File: config.mk
export PLATFORM = sky130hd
export DESIGN_NAME = sbh_host
export DESIGN_NICKNAME = d
export VERILOG_FILES = /design/src/sbh_pkg.sv /design/src/sbh_timer_if.sv /design/src/sbh_timer.sv /design/src/sbh_host.sv
export SDC_FILE = /design/constraint.sdc
export NUM_CORES = 1
export LEC_CHECK = 0
export BUFFER_PORTS_ARGS = -buffer_cell sky130_fd_sc_hd__buf_2
export CAP_MARGIN = 15
export CORE_UTILIZATION = 50
export DETAILED_ROUTE_END_ITERATION = 8
export PLACE_DENSITY = 0.83
export REMOVE_ABC_BUFFERS = 1
export SLEW_MARGIN = 20
export SYNTH_ARGS = -nofsm -noshare
export SYNTH_HDL_FRONTEND = slang
export SYNTH_SLANG_ARGS = --single-unit
File: constraint.sdc
create_clock -name CORE_CLK -period 2.4 [get_ports CORE_CLK]
set_clock_uncertainty 0.05 [all_clocks]
set_input_delay 0.48 -clock CORE_CLK [delete_from_list [all_inputs] [get_ports CORE_CLK]]
set_output_delay 0.48 -clock CORE_CLK [all_outputs]
set_load 0.05 [all_outputs]
File: src/sbh_pkg.sv
// Purpose: Shared constants and types for the strobed burst host port
// Assumes: 200 MHz CORE_CLK, device pins synchronous to it
// Notes: Strobe timing counts derive from times in nanoseconds
package sbh_pkg;
  // ********************************
  // Widths
  // ********************************
  localparam int unsigned ADDR_W = 11;
  localparam int unsigned DATA_W = 8;
  // ********************************
  // Timing
  // ********************************
  localparam int unsigned CLK_PERIOD_NS = 5;
  localparam int unsigned ADDR_SETUP_NS = 20;
  localparam int unsigned ACK_TIMEOUT_NS = 2000;
  localparam int unsigned ADDR_SETUP_CYC = (ADDR_SETUP_NS + CLK_PERIOD_NS - 1) / CLK_PERIOD_NS;
  localparam int unsigned ACK_TIMEOUT_CYC = ACK_TIMEOUT_NS / CLK_PERIOD_NS;
  localparam int unsigned CNT_W = 10;
  localparam logic [CNT_W-1:0] CNT_ZERO = 10'h000;
  localparam logic [CNT_W-1:0] CNT_ONE = 10'h001;
  localparam logic [DATA_W-1:0] DATA_ZERO = 8'h00;
  localparam logic [ADDR_W-1:0] ADDR_ZERO = 11'h000;
  localparam logic [ADDR_W-1:0] ADDR_ONE = 11'h001;
  localparam logic [7:0] LEN_ZERO = 8'h00;
  localparam logic [7:0] LEN_ONE = 8'h01;
  // ********************************
  // States
  // ********************************
  typedef enum logic [2:0] {
    ST_IDLE = 3'b000,
    ST_ADDR = 3'b001,
    ST_LATCH = 3'b010,
    ST_STROBE = 3'b011,
    ST_WAIT_ACK = 3'b100,
    ST_RELEASE = 3'b101,
    ST_END = 3'b110
  } sbh_state_e;
endpackage

File: src/sbh_timer_if.sv
// Purpose: Carries timer load and expiry between host engine and timer
// Assumes: Single clock domain
// Notes: Engine drives load, timer answers done
`timescale 1ns/1ps
interface sbh_timer_if;
  logic load;
  logic [9:0] count;
  logic done;
  modport engine (output load, output count, input done);
  modport timer (input load, input count, output done);
endinterface

File: src/sbh_timer.sv
// Purpose: Down counter for strobe setup and acknowledge timeout
// Assumes: Synchronous active-high reset
// Notes: done is high while the count stands at zero and load is low
`timescale 1ns/1ps
module sbh_timer
  import sbh_pkg::*;
(
  // Clock and reset
  input wire logic CORE_CLK,
  input wire logic RST,
  // Engine link
  sbh_timer_if.timer tif
);
  typedef struct packed {
    logic [CNT_W-1:0] cnt_r;
  } sbh_tmr_s;
  sbh_tmr_s q_r;
  sbh_tmr_s q_nxt;
  always_comb
  begin
    q_nxt = q_r;
    if (tif.load)
    begin
      q_nxt.cnt_r = tif.count;
    end
    else if (q_r.cnt_r != CNT_ZERO)
    begin
      q_nxt.cnt_r = q_r.cnt_r - CNT_ONE;
    end
  end
  always_ff @(posedge CORE_CLK)
  begin
    if (RST)
    begin
      q_r <= '0;
    end
    else
    begin
      q_r <= q_nxt;
    end
  end
  assign tif.done = (q_r.cnt_r == CNT_ZERO) && !tif.load;
endmodule // sbh_timer

File: src/sbh_host.sv
// Purpose: Host controller that runs read and write bursts on the strobed host port
// Assumes: Device pins synchronous to CORE_CLK; bus style select tied high by the host
// Notes: One burst per request; length counts bytes, at least one
//
// What this block and the device do
// [RL1] Falling address strobe ends a burst; device stops incrementing.
// [RL2] Host drives address strobe low to open a burst.
// [RL3] Host presents start address while address strobe is low.
// [RL4] Chip select goes low together with the start address.
// [RL5] Host raises address strobe after setup; device latches start address.
// [RL6] Write burst: read/not-write low before data strobe falls.
// [RL7] Write data is on the data bus before data strobe falls.
// [RL8] Device takes write data and releases its drivers on strobe.
// [RL9] Device acknowledges once write data has had its setup.
// [RL10] Host raises data strobe after acknowledge; data is committed.
// [RL11] Later writes keep address strobe high, next byte before strobe.
// [RL12] Each later data strobe increments the device address.
// [RL13] Read/not-write stays low for the whole write burst.
// [RL14] Each later write waits for acknowledge then raises strobe.
// [RL15] Strobe and acknowledge style needs bus style select high.
// [RL16] Each later read strobe increments address, device drives new data.
// [RL17] Read: device drives data, then acknowledges valid data.
// [RL18] Device drops acknowledge once data strobe rises.
// [RL19] Device ignores strobe and floats data while chip select high.
`timescale 1ns/1ps
module sbh_host
  import sbh_pkg::*;
(
  // Clock and reset
  input wire logic CORE_CLK,
  input wire logic RST,
  // User request
  input wire logic REQ_VALID,
  output logic REQ_READY,
  input wire logic REQ_WRITE,
  input wire logic [sbh_pkg::ADDR_W-1:0] REQ_ADDR,
  input wire logic [7:0] REQ_LEN,
  // User write data
  input wire logic [sbh_pkg::DATA_W-1:0] WR_DATA,
  output logic WR_TAKE,
  // User read data and status
  output logic [sbh_pkg::DATA_W-1:0] RD_DATA,
  output logic RD_VALID,
  output logic DONE,
  output logic TIMEOUT_ERR,
  // Device pins
  output logic BUS_STYLE_SELECT,
  output logic ADDR_LATCH_STROBE_N,
  output logic CS_N,
  output logic RD_WR_N,
  output logic DATA_STROBE_N,
  output logic [sbh_pkg::ADDR_W-1:0] ADDR,
  output logic [sbh_pkg::DATA_W-1:0] DATA_O,
  output logic DATA_OE,
  input wire logic [sbh_pkg::DATA_W-1:0] DATA_I,
  input wire logic TRANSFER_ACK_N
);
  import sbh_pkg::*;
  // ********************************
  // State
  // ********************************
  typedef struct packed {
    sbh_state_e st_r;
    logic write_r;
    logic [7:0] left_r;
    logic as_n_r;
    logic cs_n_r;
    logic rw_r;
    logic ds_n_r;
    logic oe_r;
    logic [ADDR_W-1:0] addr_r;
    logic [DATA_W-1:0] dout_r;
    logic [DATA_W-1:0] rdata_r;
    logic rvalid_r;
    logic done_r;
    logic err_r;
  } sbh_host_s;
  sbh_host_s q_r;
  sbh_host_s q_nxt;
  sbh_timer_if tif ();
  sbh_timer u_timer (
    .CORE_CLK(CORE_CLK),
    .RST(RST),
    .tif(tif)
  );
  logic ack;
  logic take;
  assign ack = !TRANSFER_ACK_N;
  always_comb
  begin
    q_nxt = q_r;
    q_nxt.rvalid_r = 1'b0;
    q_nxt.done_r = 1'b0;
    tif.load = 1'b0;
    tif.count = CNT_ZERO;
    take = 1'b0;
    unique case (q_r.st_r)
      ST_IDLE:
      begin
        if (REQ_VALID && REQ_LEN != LEN_ZERO)
        begin
          q_nxt.write_r = REQ_WRITE;
          q_nxt.left_r = REQ_LEN;
          q_nxt.as_n_r = 1'b0; // [RL2]
          q_nxt.cs_n_r = 1'b0; // [RL4]
          q_nxt.addr_r = REQ_ADDR; // [RL3]
          q_nxt.err_r = 1'b0;
          tif.load = 1'b1;
          tif.count = CNT_W'(ADDR_SETUP_CYC);
          q_nxt.st_r = ST_ADDR;
        end
      end
      ST_ADDR:
      begin
        if (tif.done)
        begin
          q_nxt.as_n_r = 1'b1; // [RL5]
          q_nxt.rw_r = !q_r.write_r; // [RL6] [RL13]
          q_nxt.st_r = ST_LATCH;
        end
      end
      ST_LATCH, ST_RELEASE:
      begin
        // Wait for the previous acknowledge to clear before a new strobe
        if (!ack) // [RL18]
        begin
          if (q_r.write_r)
          begin
            q_nxt.dout_r = WR_DATA; // [RL7] [RL11]
            q_nxt.oe_r = 1'b1;
            take = 1'b1;
          end
          q_nxt.st_r = ST_STROBE;
        end
      end
      ST_STROBE:
      begin
        // Data has stood a full cycle before the strobe falls
        q_nxt.ds_n_r = 1'b0; // [RL8] [RL12] [RL16]
        tif.load = 1'b1;
        tif.count = CNT_W'(ACK_TIMEOUT_CYC);
        q_nxt.st_r = ST_WAIT_ACK;
      end
      ST_WAIT_ACK:
      begin
        if (ack) // [RL9] [RL14] [RL17]
        begin
          q_nxt.ds_n_r = 1'b1; // [RL10]
          if (!q_r.write_r)
          begin
            q_nxt.rdata_r = DATA_I;
            q_nxt.rvalid_r = 1'b1;
          end
          q_nxt.left_r = q_r.left_r - LEN_ONE;
          q_nxt.st_r = (q_r.left_r == LEN_ONE) ? ST_END : ST_RELEASE;
        end
        else if (tif.done)
        begin
          q_nxt.ds_n_r = 1'b1;
          q_nxt.err_r = 1'b1;
          q_nxt.st_r = ST_END;
        end
      end
      ST_END:
      begin
        // Falling address strobe closes the burst, then release the bus
        if (!q_r.as_n_r)
        begin
          q_nxt.as_n_r = 1'b1;
          q_nxt.cs_n_r = 1'b1;
          q_nxt.rw_r = 1'b1;
          q_nxt.done_r = 1'b1;
          q_nxt.st_r = ST_IDLE;
        end
        else
        begin
          q_nxt.oe_r = 1'b0;
          q_nxt.as_n_r = 1'b0; // [RL1]
        end
      end
      default:
      begin
        q_nxt.st_r = ST_IDLE;
      end
    endcase
  end
  always_ff @(posedge CORE_CLK)
  begin
    if (RST)
    begin
      q_r <= '0;
      q_r.st_r <= ST_IDLE;
      q_r.as_n_r <= 1'b1;
      q_r.cs_n_r <= 1'b1; // [RL19]
      q_r.rw_r <= 1'b1;
      q_r.ds_n_r <= 1'b1;
    end
    else
    begin
      q_r <= q_nxt;
    end
  end
  // ********************************
  // Outputs
  // ********************************
  assign REQ_READY = (q_r.st_r == ST_IDLE);
  assign WR_TAKE = take;
  assign RD_DATA = q_r.rdata_r;
  assign RD_VALID = q_r.rvalid_r;
  assign DONE = q_r.done_r;
  assign TIMEOUT_ERR = q_r.err_r;
  assign BUS_STYLE_SELECT = 1'b1; // [RL15]
  assign ADDR_LATCH_STROBE_N = q_r.as_n_r;
  assign CS_N = q_r.cs_n_r;
  assign RD_WR_N = q_r.rw_r;
  assign DATA_STROBE_N = q_r.ds_n_r;
  assign ADDR = q_r.addr_r;
  assign DATA_O = q_r.dout_r;
  assign DATA_OE = q_r.oe_r;
  // ********************************
  // Checks
  // ********************************
  AST_CS_WITH_ADDR: assert property (@(posedge CORE_CLK) disable iff (RST) // [RL4]
    $fell(ADDR_LATCH_STROBE_N) && $past(q_r.st_r) == ST_IDLE |-> !CS_N)
    else $error("Chip select not low with start address");
  AST_AS_SETUP: assert property (@(posedge CORE_CLK) disable iff (RST) // [RL5]
    $fell(ADDR_LATCH_STROBE_N) && $fell(CS_N) |-> (!ADDR_LATCH_STROBE_N)[*4])
    else $error("Address strobe rose before setup");
  AST_WR_DATA_BEFORE_DS: assert property (@(posedge CORE_CLK) disable iff (RST) // [RL7]
    $fell(DATA_STROBE_N) && !RD_WR_N |-> DATA_OE && $stable(DATA_O))
    else $error("Write data not settled at strobe");
  AST_RW_LOW_WRITE: assert property (@(posedge CORE_CLK) disable iff (RST) // [RL13]
    !DATA_STROBE_N && q_r.write_r |-> !RD_WR_N)
    else $error("Read/not-write rose during write burst");
  AST_DS_RISE_ON_ACK: assert property (@(posedge CORE_CLK) disable iff (RST) // [RL10]
    !DATA_STROBE_N && !TRANSFER_ACK_N |=> DATA_STROBE_N)
    else $error("Data strobe held after acknowledge");
  AST_AS_HIGH_IN_BURST: assert property (@(posedge CORE_CLK) disable iff (RST) // [RL11]
    !DATA_STROBE_N |-> ADDR_LATCH_STROBE_N && !CS_N)
    else $error("Address strobe low during data strobe");
  AST_DS_BOUNDED: assert property (@(posedge CORE_CLK) disable iff (RST) // [RL14]
    $fell(DATA_STROBE_N) |-> ##[1:401] DATA_STROBE_N)
    else $error("Data strobe stuck low");
  AST_END_FALL: assert property (@(posedge CORE_CLK) disable iff (RST) // [RL1]
    DONE |-> $past(ADDR_LATCH_STROBE_N) == 1'b0 && DATA_STROBE_N)
    else $error("Burst ended without falling address strobe");
endmodule // sbh_host

==> results by group <==
Synthesis
  – Top post-synthesis cells by count: dfxtp_1 (57), nand2_1 (43), nor2_1 (34)
  – Count leader, synth: dfxtp_1
  – Asr flop ratio synth: 0%
  – Largest cells by area after synthesis: dfxtp_1 (38%), buf_4 (7.3%), nand2_1 (5.4%)
  – Post-synthesis cell type count: 55
  – Largest family of logic cells by synthesized area: simple AND/OR/NAND/NOR gates
  – Seq/Total Area, Yosys: between 30% and 40%
  – Mapped Area: between 2000 and 3000 um^2
  – Ys Warns: 0
  – XOR/XNOR Fraction of Synth Area: 2.06%
  – Mean Syn Cell Area: 8.77 um^2
  – EDFF count, synth: 0
  – Yosys top cell by area: dfxtp_1
  – Compound-gate portion of the synthesized area: between 10% and 20%
  – Simple-gate portion of the synthesized area: about 24%
  – Post-Synthesis Cells: roughly 340
  – Main synth FF type: dfxtp_1
  – Synth top area share: a little under 40%
  – Synth Area in Adders: 1.68%
  – Flops & latches, synth: 57
  – Multiplexer share of the synthesized area: under 10%

Critical path
  – Critical path required time: 1.87 ns
  – Worst Setup Path Type: register to primary output
  – Worst Path Arrival: between 1.5 and 2 ns
  – Crit start category: register
  – Crit. End Element: primary output
  – Worst reg-to-reg setup slack: 0.35 ns
  – R2R depth: 4
  – Critical R2R Launch: q_r[45]
  – Largest fanout on the critical path: 14
  – RR Endpoint: q_r[38]

Clock network
  – Inserted Clock Buffers: 9
  – Root Buffer: clkbuf_8
  – Clock-pin slew on the worst setup and hold paths: 0.06 ns
  – Htree depth: 3
  – CTS tree: built
  – Sink Count: 57
  – CTS hold repair buffers: 0
  – Clock buffer depth: 2
  – Clock latency on the worst-skew pair: between 0.3 and 0.4 ns

Min path
  – Hold Crit Start: DATA_I[6]
  – Hold Path End: RD_DATA[6]
  – Hold WC Path Type: input port to register
  – Hold path depth: 3

Job
  – # Max-Cap Violations: 0

Pwr
  – Cell Int Power: 0.00219 W
  – Gate power share: 40.4%
  – Reg power frac: 35.6%
  – Clock share of power: between 20 and 25%
  – Switching power total: 0.00143 W
  – Pleak: approximately 1.4 nW
  – Switch share: 39.6%
  – Worst IR Drop VDD: ~520 uV
  – Pwr Density: ~1100 nW/um^2

Floorplanning
  – Core ar.: 5610 um^2
  – Initial Util: a little over half
  – Top-Level Pins: 78
  – Chip Width: around 79 um
  – Full die area: ~6300 um^2
  – Cell Rows: 27
  – Die height: about 80 um

Routing
  – WL/cell: approximately 13 um
  – 1st-iter DRT viols: 217
  – Wirelength, routed: between 6000 and 7000 um
  – Post-route DRC violation count: 0
  – Routed vias/inst: between 5 and 6
  – Vias: between 2000 and 2500
  – First-pass DRT Iterations: 4
  – Detail Route Antenna Nets: 0

Finish
  – Layout cell share with drive strength beyond 1: 31.3%
  – Final Util: about three fifths
  – Number of inserted diodes: 0
  – Area Overhead vs Synth: 13.0%
  – Post-route cell area: approximately 3400 um^2
  – Final Non-Filler Cells: 465
  – Sequential cell area: ~1100 um^2
  – Nets@finish: between 400 and 500
  – Fillers: between 500 and 600
  – Multi-input logic area: ~1500 um^2

Placed design
  – Gpl congestion: a little under 0.9
  – Placed cell area: 3160 um^2
  – Post-DP HPWL: about 4400 um
  – PortBufs: 76
  – Worst slack, placed: approximately 0.27 ns
  – Placed cell count: 450

STA
  – Pins Over Slew Limit: 0
  – RSZ-0062 raised after global routing: no
  – Slew @ Worst Pin: just under 0.7 ns
  – Fmax: 0.449 GHz
  – Final hold vios: 0
  – Relative slew slack: around 54%
  – Period utilization: between 90 and 100%
  – Fin worst setup slack: 0.172 ns
  – Setup TNS: 0 ns
  – Min Tclk post-route: 2.23 ns
  – Final setup fails: 0

Global routing
  – Largest net degree at the start of global routing: 38
  – Vias in the first global route: between 2000 and 2500
  – Antenna violations before repair: 0
  – GRT overflow: 0
  – Global-route wire length before repair: around 9700 um
  – Total track usage: between 10% and 20%

Run status
  – Status: complete, no violations
==> power by group through the flow <==
stage / registers (W) / logic [W] / clock network (W)
after global placement: 0.00130 / 0.00142 / 0
after floorplan: 0.00144 / 0.000948 / 0
after CTS: 0.00129 / 0.00146 / 0.000895
after global routing: 0.00132 / 0.00160 / 0.000942
final: 0.00129 / 0.00146 / 0.000872
after detailed placement: 0.00131 / 0.00146 / 0
==> critical path, stage by stage, from the launching register on <==
cell and delay (ns):
dfxtp_1 0.71, a22oi_1 0.26, nor2_4 0.13, buf_2 0.27
==> timing repair <==
item                                    in CTS  in global routing
hold endpoints to repair                     0                  0
resized for setup                            0                  1
setup buffers                                0                  0
endpoints found under the setup margin       0                  1
==> worst max-delay path by stage <==
| stage | start | to | slack, ns |
|---|---|---|---|
| after detailed placement | REQ_LEN[4] | u_timer.q_r[7] | 0.27 |
| after floorplan | q_r[45] | u_timer.q_r[5] | 0.23 |
| final | q_r[45] | WR_TAKE | 0.17 |
| after CTS | q_r[44] | WR_TAKE | 0.09 |
| after global routing | q_r[45] | WR_TAKE | 0.09 |
| after global placement | REQ_LEN[4] | u_timer.q_r[8] | 0.32 |
==> flip-flops by register name, indices dropped and copies added (netlist names) <==
signal,flops
TIMEOUT_ERR,1
u_timer.q_r,10
RD_VALID,1
RD_WR_N,1
q_r,12
CS_N,1
DATA_STROBE_N,1
DATA_O,8
RD_DATA,8
ADDR_LATCH_STROBE_N,1
ADDR,11
DATA_OE,1
DONE,1
==> stage by stage <==
step | total power (W) | hold WS (ns)
finish | 0.00362 | 0.334
global route | 0.00385 | 0.327
CTS | 0.00365 | 0.323
detailed placement | 0.00276 | 0.395
global placement | 0.00271 | 0.380
floorplan | 0.00239 | 0.402
==> area by class of cell <==
class	count	share of cell area, %
Timing Repair Buffer	85	13.3
Clock buffer	12	4.62
Sequential cell	57	34.0
Inverter	7	0.782
Clock inverter	3	1.19
Tap cell	72	2.68
Multi-Input combinational cell	229	43.4
==> cells in the final DEF (no fill, tap or decap), drive strengths merged, types with 3 or more instances in the layout <==
cell     n
a211oi   3
a21oi   30
a311oi   4
a31oi    5
and3     4
buf     85
clkbuf  12
dfxtp   57
ha       4
inv      7
mux2i   16
nand2   43
nand3   15
nand4    4
nor2    35
nor2b    3
nor3    12
nor4     6
o21ai   12
o31ai    3
xnor2    5
==> per-layer routing <==
metal / track usage [%] / vias to the layer above / wire (um)
met5: 0 / - / 0
met4: 3.82 / 0 / 51
met3: 6.32 / 7 / 400
met2: 33.6 / 82 / 3070
met1: 24.2 / 1128 / 2640
li1: - / 1251 / -
==> kinds of logic after synthesis <==
kind of cell | Yosys count
fa+ha+maj | 4
flops | 57
buf+inv | 53
compound gates | 68
simple gates | 133
other cells | 1
mux | 16
xor+xnor | 7
No activity file was read; power rests on OpenSTA's default activity.
